**src/hdl/clock_gate_pkg.sv**
```systemverilog
// constants and types shared by the clock gate and its selectors
package clock_gate_pkg;

    // idle level of a selector output; the active phase is the opposite level
    localparam logic IDLE_RISE = 1'b0;
    localparam logic IDLE_FALL = 1'b1;

    // constant levels put on the unused leg of each gate
    localparam logic TIE_RISE = 1'b0;
    localparam logic TIE_FALL = 1'b1;

    // leg codes on a selector's select input
    localparam logic PICK_FIRST = 1'b0;
    localparam logic PICK_SECOND = 1'b1;

    // selector slots in the top level
    localparam int SLOT_GATE_RISE = 0;
    localparam int SLOT_GATE_FALL = 1;
    localparam int SLOT_CASCADE_LOW = 2;
    localparam int SLOT_CASCADE_HIGH = 3;
    localparam int SLOT_COUNT = 4;

    // reset values
    localparam logic RST_OUT_RISE = IDLE_RISE;
    localparam logic RST_OUT_FALL = IDLE_FALL;
    localparam logic RST_CUR = PICK_FIRST;

    typedef enum logic [1:0] {
        FOLLOW = 2'b01,
        HOLD = 2'b10
    } sel_state_t;

endpackage

```
**src/hdl/clock_select_if.sv**
```systemverilog
// two-leg clock selector connection between the top level and a selector
`timescale 1ns/100ps
`default_nettype none

interface clock_select_if;
    logic first_leg;
    logic second_leg;
    logic sel;
    logic out;
    logic holding;

    modport driver (
        output first_leg,
        output second_leg,
        output sel,
        input out,
        input holding
    );

    modport selector (
        input first_leg,
        input second_leg,
        input sel,
        output out,
        output holding
    );
endinterface

`default_nettype wire

```
**src/hdl/glitchless_clock_selector.sv**
```systemverilog
// glitch-free two-leg clock selector, sampled on the system clock
`timescale 1ns/100ps
`default_nettype none

module glitchless_clock_selector #(
    parameter logic IDLE_LEVEL = clock_gate_pkg::IDLE_RISE
) (
    input wire logic i_clk,
    input wire logic i_rst,
    clock_select_if.selector port_sel
);
    import clock_gate_pkg::*;

    localparam logic ACTIVE_LEVEL = ~IDLE_LEVEL;

    sel_state_t state;
    sel_state_t next_state;
    logic cur;
    logic next_cur;
    logic out_q;
    logic next_out;

    wire logic leg_cur;
    wire logic leg_tgt;
    wire logic change_req;
    wire logic cur_active;
    wire logic tgt_idle;

    // low select routes the first leg, high the second
    assign leg_cur = (cur == PICK_SECOND) ? port_sel.second_leg : port_sel.first_leg;
    assign leg_tgt = (port_sel.sel == PICK_SECOND) ? port_sel.second_leg : port_sel.first_leg;
    assign change_req = (port_sel.sel != cur);
    assign cur_active = (leg_cur == ACTIVE_LEVEL);
    // a target already at idle level is taken at once: the output is idle too,
    // so the hand-over point cannot show as an edge
    assign tgt_idle = (leg_tgt == IDLE_LEVEL);

    always_comb begin
        next_state = state;
        next_cur = cur;
        next_out = out_q;
        unique case (state)
            FOLLOW: begin
                if (!change_req || cur_active) begin
                    // an active phase in progress runs to its end
                    next_out = leg_cur;
                end else begin
                    next_state = HOLD;
                    next_out = IDLE_LEVEL;
                end
            end
            HOLD: begin
                // output parked idle until the requested leg reaches idle
                next_out = IDLE_LEVEL;
                if (tgt_idle) begin
                    next_cur = port_sel.sel;
                    next_state = FOLLOW;
                end
            end
        endcase
    end

    always_ff @(posedge i_clk) begin
        if (i_rst) begin
            // start parked: a leg caught mid-phase at release must not leak a runt
            state <= HOLD;
            cur <= RST_CUR;
            out_q <= IDLE_LEVEL;
        end else begin
            state <= next_state;
            cur <= next_cur;
            out_q <= next_out;
        end
    end

    assign port_sel.out = out_q;
    assign port_sel.holding = (state == HOLD);

endmodule // glitchless_clock_selector

`default_nettype wire

```
**src/hdl/glitch_free_clock_gate.sv**
```systemverilog
// glitch-free clock gates of both polarities and a three-leg clock selector
//
// How it works
// - rise gate enabled before a rising edge passes that whole low-high-low pulse.
// - rise gate ignores enable changes while the input clock is high.
// - rise gate disabled before a rising edge blocks the pulse, output stays low.
// - disabling the rise gate finishes the high phase already on the output.
// - fall gate enabled before a falling edge passes that whole high-low-high pulse.
// - fall gate ignores enable changes while the input clock is low.
// - fall gate disabled before a falling edge blocks the pulse, output stays high.
// - disabling the fall gate finishes the low phase already on the output.
// - each gate is a selector: clock on first leg, idle constant second, inverted enable.
// - the selector swaps between clocks, even asynchronous ones, with no glitch or runt.
// - two selectors cascade into a three-leg glitch-free clock selector.
// - select low routes the first leg, select high routes the second leg.
// - after a select change the output idles until the new leg reaches idle level.
//
// all clock inputs are treated as levels sampled on i_clk; every selector output lags its
// source by one cycle per selector stage, so legs a and b of the three-leg path lag by two and leg c by one.
`timescale 1ns/100ps
`default_nettype none

module glitch_free_clock_gate (
    input wire logic i_clk,
    input wire logic i_rst,
    input wire logic i_src_clk,
    input wire logic i_enable_rise,
    input wire logic i_enable_fall,
    input wire logic i_pick_clk_a,
    input wire logic i_pick_clk_b,
    input wire logic i_pick_clk_c,
    input wire logic [1:0] i_pick,
    output logic o_gated_rise,
    output logic o_gated_fall,
    output logic o_plain,
    output logic o_picked,
    output logic o_rise_parked,
    output logic o_fall_parked,
    output logic o_pick_switching
);
    import clock_gate_pkg::*;

    // per-slot idle level: the two gates differ, the cascade is rise-style
    localparam logic [SLOT_COUNT-1:0] SLOT_IDLE = {IDLE_RISE, IDLE_RISE, IDLE_FALL, IDLE_RISE};

    clock_select_if sel_bus [SLOT_COUNT] ();

    // enable high selects the clock leg; the select is the inverted enable
    wire logic rise_select;
    wire logic fall_select;
    assign rise_select = ~i_enable_rise;
    assign fall_select = ~i_enable_fall;

    // rising gate: clock on first leg, constant low on second
    assign sel_bus[SLOT_GATE_RISE].first_leg = i_src_clk;
    assign sel_bus[SLOT_GATE_RISE].second_leg = TIE_RISE;
    // enable is looked at only while the clock is low, so a change during the
    // high time waits for the next rising edge
    assign sel_bus[SLOT_GATE_RISE].sel = rise_select;

    // falling gate: clock on first leg, constant high on second
    assign sel_bus[SLOT_GATE_FALL].first_leg = i_src_clk;
    assign sel_bus[SLOT_GATE_FALL].second_leg = TIE_FALL;
    // mirrored: changes during the clock's low time are held off
    assign sel_bus[SLOT_GATE_FALL].sel = fall_select;

    // three-leg selector: first stage picks a or b, second picks that or c
    wire logic cascade_low_pick;
    wire logic cascade_high_pick;
    assign cascade_low_pick = i_pick[0];
    assign cascade_high_pick = i_pick[1];

    assign sel_bus[SLOT_CASCADE_LOW].first_leg = i_pick_clk_a;
    assign sel_bus[SLOT_CASCADE_LOW].second_leg = i_pick_clk_b;
    assign sel_bus[SLOT_CASCADE_LOW].sel = cascade_low_pick;

    assign sel_bus[SLOT_CASCADE_HIGH].first_leg = sel_bus[SLOT_CASCADE_LOW].out;
    assign sel_bus[SLOT_CASCADE_HIGH].second_leg = i_pick_clk_c;
    assign sel_bus[SLOT_CASCADE_HIGH].sel = cascade_high_pick;

    // every slot is the same selector, only its idle level differs
    genvar g;
    generate
        for (g = 0; g < SLOT_COUNT; g++) begin : g_slot
            glitchless_clock_selector #(
                .IDLE_LEVEL(SLOT_IDLE[g])
            ) u_selector (
                .i_clk(i_clk),
                .i_rst(i_rst),
                .port_sel(sel_bus[g])
            );
        end
    endgenerate

    // outputs of the selectors are already flip-flops; pass them straight out
    wire logic rise_out;
    wire logic fall_out;
    wire logic picked_out;
    assign rise_out = sel_bus[SLOT_GATE_RISE].out;
    assign fall_out = sel_bus[SLOT_GATE_FALL].out;
    assign picked_out = sel_bus[SLOT_CASCADE_HIGH].out;

    assign o_gated_rise = rise_out;
    assign o_gated_fall = fall_out;
    assign o_picked = picked_out;

    // ungated copy of the source clock with the same one-cycle lag as the gates,
    // so a feedback path tapped here lines up with the gated outputs
    logic plain_q;
    always_ff @(posedge i_clk) begin
        if (i_rst) begin
            plain_q <= RST_OUT_RISE;
        end else begin
            plain_q <= i_src_clk;
        end
    end
    assign o_plain = plain_q;

    // status: a gate is parked when it is holding idle with the clock cut off
    wire logic rise_hold;
    wire logic fall_hold;
    wire logic low_hold;
    wire logic high_hold;
    assign rise_hold = sel_bus[SLOT_GATE_RISE].holding;
    assign fall_hold = sel_bus[SLOT_GATE_FALL].holding;
    assign low_hold = sel_bus[SLOT_CASCADE_LOW].holding;
    assign high_hold = sel_bus[SLOT_CASCADE_HIGH].holding;

    logic rise_parked;
    logic fall_parked;
    logic pick_switching;
    wire logic next_rise_parked;
    wire logic next_fall_parked;
    wire logic next_pick_switching;

    // parked covers both the wait for idle and the disabled steady state;
    // a gate on its constant leg follows a level that never leaves idle
    assign next_rise_parked = rise_hold || (rise_select && (rise_out == IDLE_RISE));
    assign next_fall_parked = fall_hold || (fall_select && (fall_out == IDLE_FALL));
    assign next_pick_switching = low_hold || high_hold;

    always_ff @(posedge i_clk) begin
        if (i_rst) begin
            rise_parked <= 1'b0;
            fall_parked <= 1'b0;
            pick_switching <= 1'b0;
        end else begin
            rise_parked <= next_rise_parked;
            fall_parked <= next_fall_parked;
            pick_switching <= next_pick_switching;
        end
    end

    assign o_rise_parked = rise_parked;
    assign o_fall_parked = fall_parked;
    assign o_pick_switching = pick_switching;

endmodule // glitch_free_clock_gate

`default_nettype wire

```
**config.mk**
```make
export PLATFORM = sky130hd
export DESIGN_NAME = glitch_free_clock_gate
export DESIGN_NICKNAME = d
export VERILOG_FILES = /design/src/hdl/clock_gate_pkg.sv /design/src/hdl/clock_select_if.sv /design/src/hdl/glitchless_clock_selector.sv /design/src/hdl/glitch_free_clock_gate.sv
export SDC_FILE = /design/constraint.sdc
export NUM_CORES = 1
export LEC_CHECK = 0
export BUFFER_PORTS_ARGS = -buffer_cell sky130_fd_sc_hd__buf_2
export CORE_MARGIN = 2
export CORE_UTILIZATION = 50
export DETAILED_ROUTE_END_ITERATION = 16
export PLACE_DENSITY = 0.73
export SYNTH_ARGS = -nofsm -noshare
export SYNTH_HDL_FRONTEND = slang
export SYNTH_SLANG_ARGS = --single-unit
```
**constraint.sdc**
```tcl
create_clock -name i_clk -period 1.17 [get_ports i_clk]
set_input_delay 0.117 -clock i_clk [delete_from_list [all_inputs] [get_ports i_clk]]
set_output_delay 0.117 -clock i_clk [all_outputs]
set_load 0.005 [all_outputs]
```
==> impl_metrics.yaml <==
status:
  status: "complete, no violations"
timing:
  worstMarginPinSlew_ns: 0.3229
  fin_crit_sh_pct: 95.60
  fin_skew_ns: 0.001310
  clock.fmax_ghz: 0.8940
  setup-violations-final: 0
  hold_viol_final: 0
  fin_setup_tns_ns: 0
  relSlewSlack_pct: 78.18
  post-route-min-period_ns: 1.119
  drv_slew: 0
floorplanning:
  die_h_um: 43.99
  die_area_mm2: 0.001935
  rows: 14
  core_mm2: 0.001506
  ios: 17
  die_x_um: 43.99
  floorplan.initialDensity_pct: 53.07
final_layout:
  nNetsFinal: 118
  num-fill-cells: 121
  area_growth_pct: 22.22
  final_common_cell: "dfxtp_1"
  layout-drive-gt1-share_pct: 24.30
  n_antenna_cell: 0
  stdcell_area_um2: 977.2
  layout_common_cells: "dfxtp_1 (18), buf_2 (16), nor2_1 (9)"
  multiInputGateArea_um2: 399.1
  seq_area_um2: 402.9
worst_setup_path:
  path_cells: "or3_4, a32oi_2, or2_1"
  reg2reg_slack_ns: 0.05
  critical_path.max_fanout: 4
  critical_path.max_stage_delay_ns: 0.36
  path_class: "reg -> reg"
  end_kind: "flip-flop"
  required_ns: 1.42
  slowest_stage: "or3_4"
  crit_path_start_kind: "flip-flop"
  arrival_ns: 1.37
power:
  p_sw_share_pct: 24.08
  leakage_uw: 0.0003996
  seqPwrFrac_pct: 50.0
  p_int_uw: 1234
  p_switching_uw: 391.5
  comb_power_share_pct: 15.9
  powerDensity_mw_per_mm2: 1664
  peakVddDrop_uv: 1057
  clockPowerShare_pct: 34.1
grt:
  antenna_found_initial: 0
  grt_max_degree: 14
  grt_pass1_wl_um: 2401
  grt_pass1_vias: 590
  grt_use_total_pct: 17.02
  gr-total-overflow: 0
drt:
  first_pass_iters: 4
  dr_wl_met2_um: 677
  highest_layer: "met4"
  via_count: 674
  detail_route.wl_per_cell_um: 11.74
  met1Wirelength_um: 693
  drc: 0
  via_per_inst: 5.480
  drt_iter0_drc: 13
  ant_nets: 0
  wl_met3_um: 62
  routed_wirelength_um: 1444
placed_design:
  dp_hpwl_um: 1013
  place_area_um2: 903.4
  io_buffers: 16
  gp_congestion: 0.8834
yosys:
  synth_top_flop_cell: "dfxtp_1"
  avgSynthCellArea_um2: 9.190
  ys_seq_area_share_pct: 50.08
  yosysTopAreaCell: "dfxtp_1"
  ys_ff_latch: 20
  async_flop_share_pct: 0
  yosys_warnings: 0
  synth.distinct_cells: 23
  synth_edf_count: 0
  synth_cells: 87
  synthesis.nets: 97
  synth_area_um2: 799.5
  synth_area_leaders: "dfxtp_1 (50%), nand2b_1 (5.5%), a21oi_1 (4.4%)"
  synth.top_cell.area_share_pct: 50.08
clock_network:
  clock_path_buffers: 2
  cts_hold_buffers: 0
  path_clk_slew_ns: 0.11
  cts_resized: 0
  htreeDepth: 1
  cts_buffers: 3
  worstSkewPairLatency_ns: 0.29
  cts_root_buf: "clkbuf_4"
  tritoncts: "built"
  post-cts-setup-buffers: 0
  clock_sinks: 20
worst_hold_path:
  hold_path_class: "in -> reg"
flow_run:
  max-cap-violations: 0
==> per-layer routing <==
metal	vias to the layer above	global-route usage (%)
li1	349	-
met1	305	22.98
met2	18	25.29
met3	2	3.750
met4	0	9.091
met5	-	0
==> cells by family (layout without fill, tap and decap cells) <==
family | Yosys count | after routing | synth area share (%)
AND/OR/NAND/NOR | 36 | 36 | 26.13
AO/OA/AOI/OAI | 24 | 24 | 18.94
flip-flops | 20 | 20 | 50.08
buffers and inverters | 5 | 25 | 2.346
multiplexers | 2 | 2 | 2.504
==> cell type report <==
| type | count | share of cell area, % |
|---|---|---|
| sequential | 20 | 41.23 |
| inverter | 4 | 1.536 |
| timing repair buffer | 17 | 8.963 |
| multi-input combinational | 62 | 40.85 |
| clock inverter | 1 | 3.073 |
| tap | 16 | 2.049 |
| clock buffer | 3 | 2.305 |
==> stage by stage <==
stage | setup slack, ns | hold slack (ns) | instances | utilization [%] | total power [µW]
floorplan | 0.1308 | 0.1955 | 87 | - | 984.3
global placement | 0.1102 | 0.4173 | 119 | 59.97 | 1064
detailed placement | 0.07583 | 0.4217 | 119 | 59.97 | 1072
CTS | 0.04330 | 0.1002 | 123 | 63.46 | 1629
global route | -0.002797 | 0.09901 | 123 | 64.87 | 1728
finish | 0.05144 | 0.1138 | 123 | 64.87 | 1626
==> path summary, 6_finish.rpt <==
kind / startpoint / end / cells after the start
hold reg to reg: g_slot[0].u_selector.cur / g_slot[0].u_selector.port_sel.out / 1
hold / removal: i_pick[1] / g_slot[3].u_selector.cur / 3
setup / recovery: g_slot[0].u_selector.cur / g_slot[0].u_selector.state[1] / 3
setup reg to reg: g_slot[0].u_selector.cur / g_slot[0].u_selector.state[1] / 3
==> state kept, by name (all words and copies together), names as in the netlist <==
name and flops:
g_slot.u_selector.cur 4, g_slot.u_selector.port_sel.out 4, g_slot.u_selector.state 8, o_fall_parked 1
o_pick_switching 1, o_plain 1, o_rise_parked 1
==> synthesized netlist by cell type (3+ instances only) <==
cell and number:
a211oi_1 3, a21oi_1 7, dfxtp_1 20, inv_1 4
nand2_1 4, nand2b_1 7, nor2_1 9, nor2b_1 5
nor3b_1 3, o21ai_0 6
==> power by group through the flow <==
stage / Combinational (µW) / Clock (µW) / Sequential, µW
2_1_floorplan: 169 / 0 / 816
3_3_place_gp: 243 / 0 / 821
3_5_place_dp: 247 / 0 / 825
4_1_cts: 249 / 570 / 809
5_1_grt: 294 / 609 / 825
6_report: 259 / 554 / 813
==> worst max-delay path: cells and delay by family (launching register included) <==
family,cells,cell delay [ns]
flops,1,0.35
simple gates,2,0.49
compound gates,1,0.22
(Power assumes the default switching activity.)
